<file path="config.mk">
export PLATFORM = sky130hd
export DESIGN_NAME = lmc_maint_ctrl
export DESIGN_NICKNAME = d
export VERILOG_FILES = /design/src/rtl/lmc_pkg.sv /design/src/rtl/lmc_code_gen.sv /design/src/rtl/lmc_code_match.sv /design/src/rtl/lmc_maint_ctrl.sv
export VERILOG_INCLUDE_DIRS = /design/src /design/src/rtl
export SDC_FILE = /design/constraint.sdc
export NUM_CORES = 1
export LEC_CHECK = 0
export BUFFER_PORTS_ARGS = -buffer_cell sky130_fd_sc_hd__buf_2
export CORE_AREA = 2 2 125 127
export DETAILED_ROUTE_END_ITERATION = 8
export DIE_AREA = 0 0 127 129
export GPL_ROUTABILITY_DRIVEN = 1
export PLACE_DENSITY = 0.61
export SYNTH_ARGS = -nofsm -noshare
export SYNTH_HDL_FRONTEND = slang
export SYNTH_SLANG_ARGS = --single-unit
export TNS_END_PERCENT = 5
</file>
<file path="constraint.sdc">
create_clock -name mclk -period 6.11 [get_ports mclk]
set_clock_uncertainty 0.2 [all_clocks]
set_input_delay 0.3055 -clock mclk [delete_from_list [all_inputs] [get_ports mclk]]
set_output_delay 0.3055 -clock mclk [all_outputs]
set_load 0.01 [all_outputs]
</file>
<file path="src/rtl/lmc_params.svh">
// Constants for the line maintenance code and error control block.
// Assumes a single 200 MHz clock and an 8-bit register port.
//
// Overview of operation
// - Transmit length field picks 5, 6, 7, 8 bits
// - Activate length field picks matched low bits
// - Deactivate length field, reset value 01
// - Low code bits repeat continuously on transmit
// - Activate code supplies receive compare, reset 00001
// - Deactivate code supplies compare, reset 001001
// - Violation bit rise inserts exactly one violation
// - Logic error bit rise inserts one error
// - Excess-zero select: 0 ANSI, 1 FCC
// - Error source field selects counted events
// - Mode bit: 0 manual, 1 automatic report
// - Transfer bit rise copies count, clears counter
// - Loop code sent only when pattern is 11
`ifndef LMC_PARAMS_SVH
`define LMC_PARAMS_SVH

// ----------------------------------------------------------------------
// Register offsets
// ----------------------------------------------------------------------
`define LMC_ADDR_LEN_CFG    8'h0C
`define LMC_ADDR_TX_CODE    8'h0D
`define LMC_ADDR_RX_ACT     8'h0E
`define LMC_ADDR_RX_DEACT   8'h0F
`define LMC_ADDR_ERR_CTL    8'h10
`define LMC_ADDR_PAT_SEL    8'h1A
`define LMC_ADDR_CNT_LOW    8'h1B
`define LMC_ADDR_CNT_HIGH   8'h1C

// ----------------------------------------------------------------------
// Field positions
// ----------------------------------------------------------------------
`define LMC_TX_LEN_LSB      4
`define LMC_RX_ACT_LEN_LSB  2
`define LMC_RX_DEACT_LEN_LSB 0
`define LMC_VIOL_BIT        6
`define LMC_LERR_BIT        5
`define LMC_EXZ_BIT         4
`define LMC_ERR_SEL_LSB     2
`define LMC_MODE_BIT        1
`define LMC_TRF_BIT         0

// ----------------------------------------------------------------------
// Reset values
// ----------------------------------------------------------------------
`define LMC_LEN_CFG_RST     6'h01
`define LMC_TX_CODE_RST     8'h01
`define LMC_RX_ACT_RST      8'h01
`define LMC_RX_DEACT_RST    8'h09
`define LMC_ERR_CTL_RST     7'h00
`define LMC_CNT_MAX         16'hFFFF

// ----------------------------------------------------------------------
// Timing
// ----------------------------------------------------------------------
`define LMC_CLK_HZ          200000000
`define LMC_ONE_SEC_MS      1000
`define LMC_ONE_SEC_CYCLES  (`LMC_CLK_HZ / 1000 * `LMC_ONE_SEC_MS)
`define LMC_MATCH_REPEATS   3'h4

`endif

</file>
<file path="src/rtl/lmc_pkg.sv">
// Types shared by the line maintenance code and error control block.
// Assumes the constants header is included by each design file.
package lmc_pkg;

	typedef logic [7:0] lmc_byte_t;

	typedef enum logic [1:0] {
		LMC_SRC_PRBS,
		LMC_SRC_EXZ,
		LMC_SRC_CV,
		LMC_SRC_BOTH
	} lmc_err_src_e;

	typedef enum logic [1:0] {
		LMC_PAT_NORMAL,
		LMC_PAT_ONES,
		LMC_PAT_PRBS,
		LMC_PAT_LOOP
	} lmc_pat_e;

	// Length selector 00..11 means 5..8 code bits
	function automatic logic [3:0] lmc_code_len(input logic [1:0] sel);
		lmc_code_len = 4'h5 + {2'h0, sel};
	endfunction

	function automatic lmc_byte_t lmc_code_mask(input logic [1:0] sel);
		lmc_code_mask = 8'hFF >> (2'h3 - sel);
	endfunction

endpackage

</file>
<file path="src/rtl/lmc_code_gen.sv">
// Serialiser that repeats the low bits of a loop code, MSB of the code first.
// Assumes advance is a one-cycle pulse per transmitted line bit.
`include "lmc_params.svh"

module lmc_code_gen import lmc_pkg::*; (
	input  wire logic       mclk,
	input  wire logic       rst,
	input  wire lmc_byte_t  code,
	input  wire logic [1:0] lenSel,
	input  wire logic       advance,
	output      logic       codeBit
);

	logic [2:0] idx_ff;
	logic [2:0] nxt_idx;
	logic [3:0] len;
	logic [3:0] pos;
	logic       last;

	assign len     = lmc_code_len(lenSel);
	// Length may shrink under a running index; >= wraps it at once
	assign last    = ({1'b0, idx_ff} >= len - 4'h1);
	assign nxt_idx = last ? 3'h0 : idx_ff + 3'h1;
	assign pos     = len - 4'h1 - {1'b0, idx_ff};
	assign codeBit = code[pos[2:0]];

	always_ff @(posedge mclk) begin
		if (rst) begin
			idx_ff <= 3'h0;
		end else if (advance) begin
			idx_ff <= nxt_idx;
		end
	end

	property p_code_wrap;
		@(posedge mclk) disable iff (rst)
		advance && last |=> idx_ff == 3'h0;
	endproperty
	a_code_wrap: assert property (p_code_wrap) else $error("Loop code did not wrap");

endmodule

</file>
<file path="src/rtl/lmc_code_match.sv">
// Detector for a repeating receive loop code of 5 to 8 bits.
// Assumes bitEn is a one-cycle pulse per received bit from same-clock logic.
`include "lmc_params.svh"

module lmc_code_match import lmc_pkg::*; (
	input  wire logic       mclk,
	input  wire logic       rst,
	input  wire lmc_byte_t  code,
	input  wire logic [1:0] lenSel,
	input  wire logic       bitEn,
	input  wire logic       rxBit,
	output      logic       detected
);

	lmc_byte_t  hist_ff;
	logic [3:0] phase_ff;
	logic [2:0] reps_ff;
	logic       det_ff;
	lmc_byte_t  nxt_hist;
	logic [3:0] nxt_phase;
	logic [2:0] nxt_reps;
	logic [3:0] len;
	logic       hit;
	logic       counted;
	logic       lost;

	assign len      = lmc_code_len(lenSel);
	assign nxt_hist = {hist_ff[6:0], rxBit};
	assign hit      = ((nxt_hist ^ code) & lmc_code_mask(lenSel)) == 8'h00;
	// Hits inside a period are ignored, so codes with inner repeats still count
	assign counted  = hit && (reps_ff == 3'h0 || phase_ff == len);
	assign lost     = !counted && phase_ff >= len;
	assign nxt_phase = counted ? 4'h1 : (phase_ff == 4'hF ? phase_ff : phase_ff + 4'h1);
	assign nxt_reps = !counted ? (lost ? 3'h0 : reps_ff) :
		(reps_ff == `LMC_MATCH_REPEATS ? reps_ff : reps_ff + 3'h1);
	assign detected = det_ff;

	always_ff @(posedge mclk) begin
		if (rst) begin
			hist_ff  <= 8'h00;
			phase_ff <= 4'h0;
			reps_ff  <= 3'h0;
			det_ff   <= 1'b0;
		end else if (bitEn) begin
			hist_ff  <= nxt_hist;
			phase_ff <= nxt_phase;
			reps_ff  <= nxt_reps;
			det_ff   <= (nxt_reps == `LMC_MATCH_REPEATS);
		end
	end

	property p_match_loss;
		@(posedge mclk) disable iff (rst)
		bitEn && lost |=> !det_ff && reps_ff == 3'h0;
	endproperty
	a_match_loss: assert property (p_match_loss) else $error("Detect held after code loss");

endmodule

</file>
<file path="src/rtl/lmc_maint_ctrl.sv">
// Maintenance control: loop code registers, error insertion, error counter.
// Assumes an 8-bit register port with read data one cycle after the strobe,
// and line bit enables and error events from logic on the same clock.
//
// Implementation choice: the address-and-strobe port.
`include "lmc_params.svh"

module lmc_maint_ctrl import lmc_pkg::*; #(
	parameter int unsigned ONE_SEC_CYCLES = `LMC_ONE_SEC_CYCLES
) (
	input  wire logic       mclk,
	input  wire logic       rst,
	input  wire lmc_byte_t  addr,
	input  wire lmc_byte_t  wrData,
	input  wire logic       wrStb,
	input  wire logic       rdStb,
	output      lmc_byte_t  rdData,
	input  wire logic       txBitEn,
	input  wire logic       txDataIn,
	input  wire logic       prbsBit,
	output      logic       txLineBit,
	output      logic       txViolation,
	input  wire logic       rxBitEn,
	input  wire logic       rxBit,
	output      logic       activateDetected,
	output      logic       deactivateDetected,
	input  wire logic       prbsErrEvt,
	input  wire logic       exzErrEvt,
	input  wire logic       cvErrEvt,
	output      logic       excessZeroDefinition,
	output      logic       countTransferred
);

	// ----------------------------------------------------------------------
	// Storage
	// ----------------------------------------------------------------------
	logic [5:0]  lenCfg_ff;
	lmc_byte_t   txCode_ff;
	lmc_byte_t   rxAct_ff;
	lmc_byte_t   rxDeact_ff;
	logic [6:0]  errCtl_ff;
	logic [1:0]  patSel_ff;
	logic [15:0] cnt_ff;
	logic [15:0] result_ff;
	logic [27:0] tmr_ff;
	logic        violPend_ff;
	logic        lerrPend_ff;
	lmc_byte_t   rdData_ff;
	logic        txLineBit_ff;
	logic        txViolation_ff;
	logic        countTransferred_ff;

	// ----------------------------------------------------------------------
	// Decode
	// ----------------------------------------------------------------------
	logic        wrLenCfg;
	logic        wrTxCode;
	logic        wrRxAct;
	logic        wrRxDeact;
	logic        wrErrCtl;
	logic        wrPatSel;
	logic        violRise;
	logic        lerrRise;
	logic        trfRise;
	logic        tick;
	logic        xfer;
	logic        errEvt;
	logic        prbsSlot;
	logic        loopBit;
	logic        nxtLineBit;
	logic        nxt_violPend;
	logic        nxt_lerrPend;
	logic [15:0] nxt_cnt;
	lmc_byte_t   rdMux;
	lmc_err_src_e errSel;
	lmc_pat_e    patSel;

	assign wrLenCfg  = wrStb && addr == `LMC_ADDR_LEN_CFG;
	assign wrTxCode  = wrStb && addr == `LMC_ADDR_TX_CODE;
	assign wrRxAct   = wrStb && addr == `LMC_ADDR_RX_ACT;
	assign wrRxDeact = wrStb && addr == `LMC_ADDR_RX_DEACT;
	assign wrErrCtl  = wrStb && addr == `LMC_ADDR_ERR_CTL;
	assign wrPatSel  = wrStb && addr == `LMC_ADDR_PAT_SEL;

	// Only a 0-to-1 write counts; holding 1 gives nothing more
	assign violRise = wrErrCtl && wrData[`LMC_VIOL_BIT] && !errCtl_ff[`LMC_VIOL_BIT];
	assign lerrRise = wrErrCtl && wrData[`LMC_LERR_BIT] && !errCtl_ff[`LMC_LERR_BIT];
	assign trfRise  = wrErrCtl && wrData[`LMC_TRF_BIT] && !errCtl_ff[`LMC_TRF_BIT];

	assign errSel = lmc_err_src_e'(errCtl_ff[`LMC_ERR_SEL_LSB +: 2]);
	assign patSel = lmc_pat_e'(patSel_ff);

	// ----------------------------------------------------------------------
	// Transmit path
	// ----------------------------------------------------------------------
	lmc_code_gen u_tx_code (
		.mclk    (mclk),
		.rst     (rst),
		.code    (txCode_ff),
		.lenSel  (lenCfg_ff[`LMC_TX_LEN_LSB +: 2]),
		.advance (txBitEn && patSel == LMC_PAT_LOOP),
		.codeBit (loopBit)
	);

	assign prbsSlot   = txBitEn && patSel == LMC_PAT_PRBS;
	// Logic error flips one PRBS bit; it waits for PRBS to be selected
	assign nxtLineBit = (patSel == LMC_PAT_LOOP) ? loopBit :
		(patSel == LMC_PAT_PRBS) ? (prbsBit ^ lerrPend_ff) :
		(patSel == LMC_PAT_ONES) ? 1'b1 : txDataIn;
	// Set wins over the clear of the same cycle
	assign nxt_violPend = violRise || (violPend_ff && !txBitEn);
	assign nxt_lerrPend = lerrRise || (lerrPend_ff && !prbsSlot);

	always_ff @(posedge mclk) begin
		if (rst) begin
			violPend_ff    <= 1'b0;
			lerrPend_ff    <= 1'b0;
			txLineBit_ff   <= 1'b0;
			txViolation_ff <= 1'b0;
		end else begin
			violPend_ff <= nxt_violPend;
			lerrPend_ff <= nxt_lerrPend;
			if (txBitEn) begin
				txLineBit_ff   <= nxtLineBit;
				txViolation_ff <= violPend_ff;
			end
		end
	end

	// ----------------------------------------------------------------------
	// Receive code detection
	// ----------------------------------------------------------------------
	lmc_code_match u_rx_act (
		.mclk     (mclk),
		.rst      (rst),
		.code     (rxAct_ff),
		.lenSel   (lenCfg_ff[`LMC_RX_ACT_LEN_LSB +: 2]),
		.bitEn    (rxBitEn),
		.rxBit    (rxBit),
		.detected (activateDetected)
	);

	lmc_code_match u_rx_deact (
		.mclk     (mclk),
		.rst      (rst),
		.code     (rxDeact_ff),
		.lenSel   (lenCfg_ff[`LMC_RX_DEACT_LEN_LSB +: 2]),
		.bitEn    (rxBitEn),
		.rxBit    (rxBit),
		.detected (deactivateDetected)
	);

	// ----------------------------------------------------------------------
	// Error counter and one-second timer
	// ----------------------------------------------------------------------
	assign tick   = tmr_ff == 28'(ONE_SEC_CYCLES - 1);
	assign xfer   = trfRise || (errCtl_ff[`LMC_MODE_BIT] && tick);
	assign errEvt = (errSel == LMC_SRC_PRBS) ? prbsErrEvt :
		(errSel == LMC_SRC_EXZ) ? exzErrEvt :
		(errSel == LMC_SRC_CV) ? cvErrEvt : (cvErrEvt || exzErrEvt);
	// An event in the transfer cycle starts the new count, so none is lost;
	// the counter saturates rather than wrapping
	assign nxt_cnt = xfer ? {15'h0000, errEvt} :
		(errEvt && cnt_ff != `LMC_CNT_MAX) ? cnt_ff + 16'h0001 : cnt_ff;

	always_ff @(posedge mclk) begin
		if (rst) begin
			tmr_ff              <= 28'h0000000;
			cnt_ff              <= 16'h0000;
			result_ff           <= 16'h0000;
			countTransferred_ff <= 1'b0;
		end else begin
			tmr_ff              <= tick ? 28'h0000000 : tmr_ff + 28'h0000001;
			cnt_ff              <= nxt_cnt;
			countTransferred_ff <= xfer;
			if (xfer) begin
				result_ff <= cnt_ff;
			end
		end
	end

	// ----------------------------------------------------------------------
	// Register file
	// ----------------------------------------------------------------------
	always_ff @(posedge mclk) begin
		if (rst) begin
			lenCfg_ff  <= `LMC_LEN_CFG_RST;
			txCode_ff  <= `LMC_TX_CODE_RST;
			rxAct_ff   <= `LMC_RX_ACT_RST;
			rxDeact_ff <= `LMC_RX_DEACT_RST;
			errCtl_ff  <= `LMC_ERR_CTL_RST;
			patSel_ff  <= 2'h0;
		end else begin
			if (wrLenCfg) begin
				lenCfg_ff <= wrData[5:0];
			end
			if (wrTxCode) begin
				txCode_ff <= wrData;
			end
			if (wrRxAct) begin
				rxAct_ff <= wrData;
			end
			if (wrRxDeact) begin
				rxDeact_ff <= wrData;
			end
			if (wrErrCtl) begin
				errCtl_ff <= wrData[6:0];
			end
			if (wrPatSel) begin
				patSel_ff <= wrData[1:0];
			end
		end
	end

	always_comb begin
		unique case (addr)
			`LMC_ADDR_LEN_CFG:  rdMux = {2'h0, lenCfg_ff};
			`LMC_ADDR_TX_CODE:  rdMux = txCode_ff;
			`LMC_ADDR_RX_ACT:   rdMux = rxAct_ff;
			`LMC_ADDR_RX_DEACT: rdMux = rxDeact_ff;
			`LMC_ADDR_ERR_CTL:  rdMux = {1'b0, errCtl_ff};
			`LMC_ADDR_PAT_SEL:  rdMux = {6'h00, patSel_ff};
			`LMC_ADDR_CNT_LOW:  rdMux = result_ff[7:0];
			`LMC_ADDR_CNT_HIGH: rdMux = result_ff[15:8];
			default:            rdMux = 8'h00;
		endcase
	end

	// Read data stands only in the cycle after the strobe
	always_ff @(posedge mclk) begin
		if (rst) begin
			rdData_ff <= 8'h00;
		end else begin
			rdData_ff <= rdStb ? rdMux : 8'h00;
		end
	end

	assign rdData               = rdData_ff;
	assign txLineBit            = txLineBit_ff;
	assign txViolation          = txViolation_ff;
	assign excessZeroDefinition = errCtl_ff[`LMC_EXZ_BIT];
	assign countTransferred     = countTransferred_ff;

	// ----------------------------------------------------------------------
	// Checks
	// ----------------------------------------------------------------------
	property p_tx_loop_bit;
		@(posedge mclk) disable iff (rst)
		txBitEn && patSel == LMC_PAT_LOOP |=> txLineBit_ff == $past(loopBit);
	endproperty
	a_tx_loop_bit: assert property (p_tx_loop_bit) else $error("Loop code bit not sent");

	property p_viol_once;
		@(posedge mclk) disable iff (rst)
		txBitEn && violPend_ff && !violRise |=> txViolation_ff && !violPend_ff;
	endproperty
	a_viol_once: assert property (p_viol_once) else $error("Violation not inserted once");

	property p_viol_quiet;
		@(posedge mclk) disable iff (rst)
		txBitEn && !violPend_ff |=> !txViolation_ff;
	endproperty
	a_viol_quiet: assert property (p_viol_quiet) else $error("Violation without request");

	property p_logic_err;
		@(posedge mclk) disable iff (rst)
		prbsSlot && lerrPend_ff |=> txLineBit_ff == !$past(prbsBit);
	endproperty
	a_logic_err: assert property (p_logic_err) else $error("Logic error not inserted");

	property p_manual_xfer;
		@(posedge mclk) disable iff (rst)
		trfRise |=> result_ff == $past(cnt_ff) && cnt_ff <= 16'h0001 && countTransferred_ff;
	endproperty
	a_manual_xfer: assert property (p_manual_xfer) else $error("Transfer did not copy count");

	property p_auto_xfer;
		@(posedge mclk) disable iff (rst)
		errCtl_ff[`LMC_MODE_BIT] && tick |=> result_ff == $past(cnt_ff) && countTransferred_ff;
	endproperty
	a_auto_xfer: assert property (p_auto_xfer) else $error("Auto report missed expiry");

	property p_manual_hold;
		@(posedge mclk) disable iff (rst)
		!errCtl_ff[`LMC_MODE_BIT] && !trfRise |=> $stable(result_ff);
	endproperty
	a_manual_hold: assert property (p_manual_hold) else $error("Result changed unrequested");

	property p_count_src;
		@(posedge mclk) disable iff (rst)
		!xfer && errSel == LMC_SRC_PRBS && prbsErrEvt && cnt_ff != `LMC_CNT_MAX
			|=> cnt_ff == $past(cnt_ff) + 16'h0001;
	endproperty
	a_count_src: assert property (p_count_src) else $error("PRBS error not counted");

	property p_reserved_zero;
		@(posedge mclk) disable iff (rst)
		rdStb && (addr == `LMC_ADDR_LEN_CFG || addr == `LMC_ADDR_ERR_CTL)
			|=> rdData_ff[7] == 1'b0 && ($past(addr) != `LMC_ADDR_LEN_CFG || !rdData_ff[6])
			##1 rdData_ff == 8'h00 || $past(rdStb);
	endproperty
	a_reserved_zero: assert property (p_reserved_zero) else $error("Reserved bit read one");

	property p_tx_len_read;
		@(posedge mclk) disable iff (rst)
		wrLenCfg ##1 !wrLenCfg ##1 rdStb && addr == `LMC_ADDR_LEN_CFG && !wrStb
			|=> rdData_ff == ($past(wrData, 3) & 8'h3F);
	endproperty
	a_tx_len_read: assert property (p_tx_len_read) else $error("Length field readback wrong");

	property p_count_clear;
		@(posedge mclk) disable iff (rst)
		trfRise && !errEvt |=> cnt_ff == 16'h0000 && countTransferred_ff;
	endproperty
	a_count_clear: assert property (p_count_clear) else $error("Count not cleared");

	property p_count_exz;
		@(posedge mclk) disable iff (rst)
		!xfer && errSel == LMC_SRC_EXZ && exzErrEvt && cnt_ff != `LMC_CNT_MAX
			|=> cnt_ff == $past(cnt_ff) + 16'h0001;
	endproperty
	a_count_exz: assert property (p_count_exz) else $error("Excess zero not counted");

	property p_count_cv;
		@(posedge mclk) disable iff (rst)
		!xfer && errSel == LMC_SRC_CV && cvErrEvt && cnt_ff != `LMC_CNT_MAX
			|=> cnt_ff == $past(cnt_ff) + 16'h0001;
	endproperty
	a_count_cv: assert property (p_count_cv) else $error("Code violation not counted");

	property p_count_both;
		@(posedge mclk) disable iff (rst)
		!xfer && errSel == LMC_SRC_BOTH && (cvErrEvt || exzErrEvt) && cnt_ff != `LMC_CNT_MAX
			|=> cnt_ff == $past(cnt_ff) + 16'h0001;
	endproperty
	a_count_both: assert property (p_count_both) else $error("Combined error not counted");

	property p_count_ignore;
		@(posedge mclk) disable iff (rst)
		!xfer && errSel == LMC_SRC_PRBS && !prbsErrEvt |=> $stable(cnt_ff);
	endproperty
	a_count_ignore: assert property (p_count_ignore) else $error("Count moved without event");

	property p_viol_pend;
		@(posedge mclk) disable iff (rst)
		violRise |=> violPend_ff;
	endproperty
	a_viol_pend: assert property (p_viol_pend) else $error("Violation request lost");

	property p_viol_hold;
		@(posedge mclk) disable iff (rst)
		wrErrCtl && errCtl_ff[`LMC_VIOL_BIT] && !violPend_ff |=> !violPend_ff;
	endproperty
	a_viol_hold: assert property (p_viol_hold) else $error("Held violation bit requested");

	property p_lerr_hold;
		@(posedge mclk) disable iff (rst)
		wrErrCtl && errCtl_ff[`LMC_LERR_BIT] && !lerrPend_ff |=> !lerrPend_ff;
	endproperty
	a_lerr_hold: assert property (p_lerr_hold) else $error("Held error bit requested");

endmodule

</file>
==> metrics.txt, run 1 <==
result of the run=finished clean; synth unique cells=65; met1 usage in global routing=0.2723; detailed placer's ending HPWL=11.96 mm; # DRC=0; final WL=16.56 mm; number of vias in the routed layout=5,641; fraction of final layout cells with drive strength greater than 1=0.1055; global routing met2 resource utilization=0.3491; Max Cap Violations=0; area of the die=16,380 sq um; drt first-iter violations=460; primary flip-flop cell chosen by synthesis mapping=dfxtp_1; kind of path behind the tightest hold check=in2reg; endpoints failing setup=0; global route overflow=0; overall power after layout=1.974 mW; share of the synthesized area in the top cell type=0.4190; worst endpoint data arrival time=3.04 ns; placeable core area=14,980 sq um; clock tree from TritonCTS=done; EDFF count, synth=0; met3 Use GR=0.04657; register area share after synthesis=0.4190; Die X=127 um; async set-or-reset flop fraction in the synthesized netlist=0; most frequent cells after synthesis=dfxtp_1 (138), nand2_1 (77), nand3_1 (77), nor2_1 (68), a21oi_1 (54); remaining antenna violation count=0; iteration count of the initial detailed-routing pass=6; layout-stage area growth over the synthesis result=13.04%; slew at the pin with the worst max-slew slack=1.205 ns; Worst setup EP type=register; min cycle time layout=2.939 ns; H-tree Lvls=4; max frequency=340.3 MHz; required time at the worst-slack endpoint=6.21 ns; number of antenna violations at the first check in global routing=0; total inserted antenna cells=0; number of register bits inferred by synthesis=138; setup repair after global routing missed its margin=no; number of buffers on the longest clock path=2; total CTS buffers=17; count of port buffers added during placement=41; Syn Std Cell Area=6594 sq um; critical path peak fanout=10; via count of the first global-routing pass=5,461; number of rows created at floorplan=45; CP Launch Type=register; Resize count post-CTS=0; total cell area at the placement stage=6879 sq um; final routed wire length divided by cell count=16.83 um; largest voltage drop on the vdd net=0.1968 mV; critical path class=reg2reg; worst-skew pair later-pin latency=0.42 ns; die height=129 um; setup TNS=0 ns; library cell occupying the most area in the post-synthesis netlist=dfxtp_1; CTS Sinks=138; final cell area excluding filler cells=7453 sq um; clock-pin slew on the worst setup and hold paths=0.06 ns; total count of max-transition violations in the final report=0; Total GRT Usage=0.2111; clock tree root driver cell=clkbuf_16; initial cell density of the core=0.4403; final RePlAce weighted congestion=0.8786; Ys Warns=0; wire length of the first global-routing pass=27.40 mm; Area contributors post-synth=dfxtp_1 (42%), nand3_1 (5.8%), ha_1 (4.6%); largest net degree at the start of global routing=66; Top-Level Pins=42; Period Utilization, post-route=0.4810; number of nets in the synthesized netlist=811; most frequent cell after synthesis=dfxtp_1; power per unit of standard cell area=264.9 nW/um^2; Slew headroom=0.1902; via count normalized by instance count=5.733; Mapped Avg Cell Area=8.699 sq um; Leakage Power=2.782 nW; final layout net count=837; final hold violations=0; busiest layer in global routing=met2; synthesized netlist cell count=758
where the power goes:
| group | leakage (nW) | internal, mW | switching, mW | total [mW] |
|---|---|---|---|---|
| clock network | 0.264 | 0.577 | 0.384 | 0.961 |
| registers | 1.11 | 0.909 | 0.0101 | 0.919 |
| logic | 1.40 | 0.0328 | 0.0616 | 0.0944 |
| total | 2.78 | 1.52 | 0.456 | 1.97 |
routing by layer:
layer	vias to the layer above	share of wire
met1	2686	0.46
met4	0	0.020
met3	28	0.053
met5	-	0
li1	2770	-
met2	157	0.47
flip-flops by register name (all words and copies together) (netlist names):
register	count
cnt_ff	16
txCode_ff	8
tmr_ff	28
violPend_ff	1
u_rx_act.reps_ff	3
patSel	2
txViolation	1
countTransferred	1
u_tx_code.idx_ff	3
result_ff	16
lenCfg_ff	6
lerrPend_ff	1
u_rx_deact.phase_ff	4
rxDeact_ff	8
u_rx_deact.hist_ff	7
u_rx_act.phase_ff	4
u_rx_act.detected	1
rxAct_ff	8
errCtl_ff	7
rdData	8
u_rx_deact.detected	1
u_rx_deact.reps_ff	3
txLineBit	1
cell type report:
class                   instances  area, sq um
multi-input cells             552         3552
fillers                      1411         7523
inverters                      31        116.4
repair buffers                 44        232.7
flip-flops and latches        138         2763
clock buffers                  20        456.7
well taps                     188        235.2
clock inverters                11        97.59
cell families after synthesis:
| group | Yosys count | share of synthesized area |
|---|---|---|
| AOI/OAI and AO/OA | 135 | 0.1421 |
| muxes | 17 | 0.02979 |
| and+or+nand+nor | 314 | 0.2372 |
| xor gates and xnor gates | 61 | 0.08103 |
| adders and majority gates | 25 | 0.04858 |
| buffers and inverters | 68 | 0.04232 |
| DFF | 138 | 0.4190 |
per-stage QoR:
| stage | setup WS (ns) | cells | util | hold WS (ns) |
|---|---|---|---|---|
| 3_5_place_dp | 3.082 | 951 | 0.4593 | 0.2631 |
| 3_3_place_gp | 3.100 | 951 | 0.4593 | 0.2527 |
| 6_report | 3.171 | 984 | 0.4977 | 0.01172 |
| 2_1_floorplan | 3.662 | 758 | - | 0.2378 |
| 5_1_grt | 2.913 | 984 | 0.4977 | 0.009300 |
| 4_1_cts | 3.163 | 984 | 0.4977 | 0.00008415 |
final timing paths:
| path | from | end | slack [ns] | depth (start not counted) |
|---|---|---|---|---|
| setup / recovery | lenCfg_ff[2] | u_rx_act.detected | 3.17 | 10 |
| hold / removal | rxBit | u_rx_deact.hist_ff[0] | 0.01 | 3 |
| hold reg to reg | txLineBit | txLineBit | 0.27 | 2 |
| setup reg to reg | lenCfg_ff[2] | u_rx_act.detected | 3.17 | 10 |
what timing repair did:
| item | 4_1_cts | 5_1_grt |
|---|---|---|
| buffers inserted | 0 | 0 |
| endpoints found under the setup margin | 0 | 0 |
| hold buffers | 2 | 0 |
| hold endpoints to repair | 2 | 0 |
cell usage in the layout, fill, tap and decap left out, types with 5 or more instances in the layout:
master / netlist / layout
nand3_1: 77 / 77
nor2_1: 68 / 68
and2_1: 7 / 7
xor2_1: 34 / 34
clkbuf_16: 0 / 17
a222oi_1: 12 / 12
o21ai_0: 5 / 5
a21oi_1: 54 / 54
a22o_1: 17 / 17
nand2_1: 77 / 77
and3_1: 11 / 11
xnor2_1: 27 / 27
a31oi_1: 8 / 8
inv_1: 31 / 31
mux2i_1: 14 / 14
nor4_1: 9 / 9
a211oi_1: 8 / 8
nor3_1: 16 / 16
nand4_1: 17 / 17
ha_1: 24 / 24
dfxtp_1: 138 / 138
buf_2: 4 / 41
critical path, cell delays in order (launching register included):
cell and delay, ns:
dfxtp_1 0.47, inv_1 0.10, ha_1 0.29, inv_1 0.04
ha_1 0.28, nand3_1 0.09, o22ai_1 0.13, nand4_1 0.43
mux2i_1 0.38, nand4_1 0.12, o41ai_1 0.28
(Power assumes the default switching activity.)
==> run 2: changes to the inputs <==
- clock period: 6.11 -> 2.8 ns (I/O delays scaled with it)
==> run 2 against run 1 <==
Compared with the run above:
- design area is 3.1% higher
- core utilization grew 1.5 points
- sequential share of layout area shrank 1.1 points
- largest cell class unchanged
- largest power group unchanged
==> metrics.txt, run 2 (same netlist as run 1, synthesis figures left out) <==
top flop regs=tmr_ff: 28 flops, cnt_ff: 16 flops, result_ff: 16 flops; fraction of final layout cells with drive strength greater than 1=0.1161; Max Cap Violations=0; clock-pin slew on the worst setup and hold paths=0.06 ns; worst hold path depth=3; final WL=16.65 mm; worst hold margin=0.03315 ns; endpoints failing setup=0; worst endpoint data arrival time=2.65 ns; final standard cell count with taps included and fillers excluded=1,006; area of the die=16,380 sq um; count of port buffers added during placement=41; power per unit of standard cell area=576.0 nW/um^2; number of buffers on the longest clock path=2; clock tree root driver cell=clkbuf_16; Total GRT Usage=0.2093; max frequency=388.0 MHz; CTS Sinks=138; setup TNS=0 ns; CP Launch Type=register; postcts setup bufs=0; Leakage Power=2.914 nW; final hold violations=0; Die X=127 um; number of vias in the routed layout=5,701; setup repair after global routing missed its margin=no; via count normalized by instance count=5.667; kind of path behind the tightest hold check=in2reg; number of fill cells in the layout=1,349; commonest non-fill, non-tap cells in the layout=dfxtp_1 (138), nand3_1 (77), nand2_1 (77), nor2_1 (68), a21oi_1 (54); clock tree from TritonCTS=done; detailed placer's ending HPWL=11.82 mm; final layout net count=860; result of the run=finished clean; critical path class=reg2reg; Reg area=2763 sq um; iteration count of the initial detailed-routing pass=6; layout-stage area growth over the synthesis result=16.55%; die height=129 um; wire length of the first global-routing pass=27.03 mm; Top-Level Pins=42; largest voltage drop on the vdd net=0.4714 mV; min cycle time layout=2.577 ns; number of antenna violations at the first check in global routing=0; Worst setup EP type=register; slew at the pin with the worst max-slew slack=0.7416 ns; max FFs per register=28; placeable core area=14,980 sq um; drt first-iter violations=566; number of placed instances with taps included=963; area of the multi-input gates=3558 sq um; final routed wire length divided by cell count=16.55 um; final RePlAce weighted congestion=0.8937; total CTS buffers=17; number of rows created at floorplan=45; remaining antenna violation count=0; initial cell density of the core=0.4403; largest register by flop count=tmr_ff; R2R depth=11; required time at the worst-slack endpoint=2.88 ns; total inserted antenna cells=0; total count of max-transition violations in the final report=0; Slew headroom=0.5056; global route overflow=0; # DRC=0; H-tree Lvls=4; Period Utilization, post-route=0.9204; largest net degree at the start of global routing=65; worst-skew pair later-pin latency=0.43 ns; most common library cell in the layout ignoring fill and taps=dfxtp_1; via count of the first global-routing pass=5,432; critical path peak fanout=6
[run 2: per-layer routing]
metal  vias to the layer above  share of wire  track usage
li1                       2815              -            -
met1                      2686           0.45       0.2712
met2                       167           0.46       0.3343
met3                        33          0.066      0.06195
met4                         0          0.021      0.07434
met5                         -              0            0
[run 2: critical path, stage by stage, from the launching register on]
cell	delay, ns
dfxtp_1	0.46
inv_1	0.09
ha_1	0.28
inv_1	0.04
ha_1	0.28
nand3_1	0.08
o22ai_1	0.11
nand4_1	0.26
buf_4	0.25
a41o_1	0.25
nand2_1	0.07
a21oi_1	0.06
[run 2: power by group]
group / internal [mW] / switching [mW] / leakage (nW) / total (mW)
combinational: 0.0846 / 0.136 / 1.52 / 0.221
clock: 1.39 / 0.811 / 0.285 / 2.20
sequential: 1.98 / 0.0225 / 1.11 / 2.01
total: 3.46 / 0.969 / 2.91 / 4.43
[run 2: through the flow]
stage	setup slack, ns	util	power [mW]	area [sq um]
floorplan	0.3518	-	2.182	6594
global placement	0.2603	0.4653	2.244	6969
detailed placement	0.1954	0.4653	2.252	6969
CTS	0.1842	0.5127	4.464	7679
global route	0.005325	0.5131	4.592	7685
finish	0.2228	0.5131	4.427	7685
[run 2: worst paths after layout]
| path | from | to | slack (ns) |
|---|---|---|---|
| min reg2reg | errCtl_ff[5] | errCtl_ff[5] | 0.27 |
| min | rst | rxDeact_ff[3] | 0.03 |
| max | lenCfg_ff[3] | u_rx_act.phase_ff[1] | 0.22 |
| max reg2reg | lenCfg_ff[3] | u_rx_act.phase_ff[1] | 0.22 |
[run 2: area by class of cell]
cell class                      instances  share of cell area
Multi-Input combinational cell        552              0.4630
Sequential cell                       138              0.3595
Clock buffer                           23             0.06350
Timing Repair Buffer                   67             0.05633
Tap cell                              188             0.03061
Inverter                               31             0.01514
Clock inverter                          7             0.01189
[run 2: what timing repair did]
item,4_1_cts,5_1_grt
resized for setup,0,1
hold endpoints to repair,47,0
hold buffers,13,0
setup endpoints to repair,0,1
==> run 3: changes to the inputs <==
- RECOVER_POWER: unset -> 25
==> run 3 against run 2 <==
Compared with the run above:
- clock-buffer cell count unchanged
- critical path depth unchanged
- die area unchanged
- highest routed layer unchanged
==> metrics.txt, run 3 (same netlist as run 1, synthesis figures left out) <==
part of the power in the clock network=0.497; Period Utilization, post-route=0.9260; endpoints failing setup=0; top flop regs=tmr_ff: 28 flops, cnt_ff: 16 flops, result_ff: 16 flops; final WL=16.64 mm; max frequency=385.7 MHz; kind of path behind the tightest hold check=in2reg; result of the run=finished clean; reg2reg start=lenCfg_ff[3]; total internal power=3.456 mW; remaining antenna violation count=0; power share of the sequential group=0.454; largest net degree at the start of global routing=65; clock tree from TritonCTS=done; iteration count of the initial detailed-routing pass=6; final hold violations=0; combinational power share=0.050; largest register by flop count=tmr_ff; slew at the pin with the worst max-slew slack=0.8206 ns; Max Cap Violations=0; detailed placer's ending HPWL=11.82 mm; placeable core area=14,980 sq um; number of rows created at floorplan=45; final routed wire length divided by cell count=16.54 um; # DRC=0; number of antenna violations at the first check in global routing=0; setup repair after global routing missed its margin=no; global route overflow=0; min cycle time layout=2.593 ns; setup TNS=0 ns; Top-Level Pins=42; worst endpoint data arrival time=2.67 ns; worst setup path end=u_rx_act.phase_ff[1]; commonest non-fill, non-tap cells in the layout=dfxtp_1 (138), nand3_1 (77), nand2_1 (77), nor2_1 (68), a21oi_1 (54); R2R depth=11; clock-pin slew on the worst setup and hold paths=0.06 ns; via count of the first global-routing pass=5,432; clock tree root driver cell=clkbuf_16; total inserted antenna cells=0; Die X=127 um; total count of max-transition violations in the final report=0; Total GRT Usage=0.2093; postcts setup bufs=0; via count normalized by instance count=5.677; final standard cell count with taps included and fillers excluded=1,006; initial cell density of the core=0.4403; Switching Share=0.2181; largest voltage drop on the vdd net=0.4692 mV; number of vias in the routed layout=5,711; max FFs per register=28; wire length of the first global-routing pass=27.03 mm; fraction of final layout cells with drive strength greater than 1=0.09046; final RePlAce weighted congestion=0.8937; CTS Sinks=138; drt first-iter violations=511; CP Launch Type=register; number of buffers on the longest clock path=2; startpoint of the most critical setup path=lenCfg_ff[3]; Slew headroom=0.4530; critical path peak fanout=6; count of port buffers added during placement=41; power per unit of standard cell area=578.2 nW/um^2; Sw Pwr=0.9641 mW; required time at the worst-slack endpoint=2.88 ns; number of fill cells in the layout=1,366; Final Util=0.5104; reg-to-reg slack, setup=0.21 ns; Worst setup EP type=register; layout-stage area growth over the synthesis result=15.94%; area of the die=16,380 sq um; endpoint of the worst register-to-register path=u_rx_act.phase_ff[1]; most common library cell in the layout ignoring fill and taps=dfxtp_1; worst-skew pair later-pin latency=0.43 ns; Leakage Power=2.832 nW; final layout net count=860; die height=129 um; H-tree Lvls=4; number of placed instances with taps included=963; total CTS buffers=17; critical path class=reg2reg
run 3: cell count changes in the layout (fill, tap and decap cells not counted):
cell / before / now
or4b_4: 1 / 0
or4b_1: 0 / 1
nor3b_1: 4 / 5
buf_4: 13 / 10
clkbuf_1: 2 / 21
buf_2: 41 / 25
nor3b_2: 2 / 1
run 3: how the worst min path moves through the flow:
stage | cells after the start | start | endpoint
3_3_place_gp | 1 | tmr_ff[0] | tmr_ff[0]
2_1_floorplan | 2 | wrData[0] | patSel[0]
5_1_grt | 3 | rst | rxDeact_ff[0]
3_5_place_dp | 3 | rxBit | u_rx_deact.hist_ff[0]
4_1_cts | 3 | rst | rxDeact_ff[3]
6_report | 3 | rst | rxDeact_ff[3]
run 3: routing by layer:
metal | vias to the layer above | share of wire | GRT usage
met5 | - | 0 | 0
met4 | 0 | 0.017 | 0.07434
met3 | 21 | 0.067 | 0.06195
met2 | 162 | 0.47 | 0.3343
met1 | 2713 | 0.44 | 0.2712
li1 | 2815 | - | -
run 3: worst max-delay path, stage by stage (launching register included):
cell and delay (ns):
dfxtp_1 0.47, inv_1 0.09, ha_1 0.28, inv_1 0.04
ha_1 0.28, nand3_1 0.08, o22ai_1 0.11, nand4_1 0.26
buf_4 0.25, a41o_1 0.25, nand2_1 0.08, a21oi_1 0.06
run 3: repair_timing:
| action | in CTS | in global routing |
|---|---|---|
| gates resized for setup | 0 | 1 |
| endpoints found under the hold margin | 47 | 0 |
| endpoints found under the setup margin | 0 | 1 |
| hold buffers | 13 | 0 |
run 3: cell type report:
cell class	count	area (sq um)	share of cell area
multi-input combinational	552	3550	0.4643
sequential	138	2763	0.3614
clock buffer	23	488.0	0.06383
timing repair buffer	67	401.6	0.05254
tap	188	235.2	0.03077
inverter	31	116.4	0.01522
clock inverter	7	91.34	0.01195
run 3: stage by stage:
stage	hold WS [ns]	area [sq um]	setup slack [ns]	total power, mW
6_report	0.04304	7645	0.2073	4.420
5_1_grt	0.06603	7645	0.005325	4.591
4_1_cts	0.02252	7679	0.1842	4.464
3_3_place_gp	0.2500	6969	0.2603	2.244
3_5_place_dp	0.2636	6969	0.1954	2.252
2_1_floorplan	0.08394	6594	0.3518	2.182
run 3: power groups by stage:
stage / Combinational [mW] / Clock, mW / Sequential, mW
after floorplan: 0.141 / 0 / 2.04
after global placement: 0.198 / 0 / 2.05
after detailed placement: 0.204 / 0 / 2.05
after CTS: 0.219 / 2.24 / 2.01
after global routing: 0.242 / 2.34 / 2.01
final: 0.219 / 2.20 / 2.01
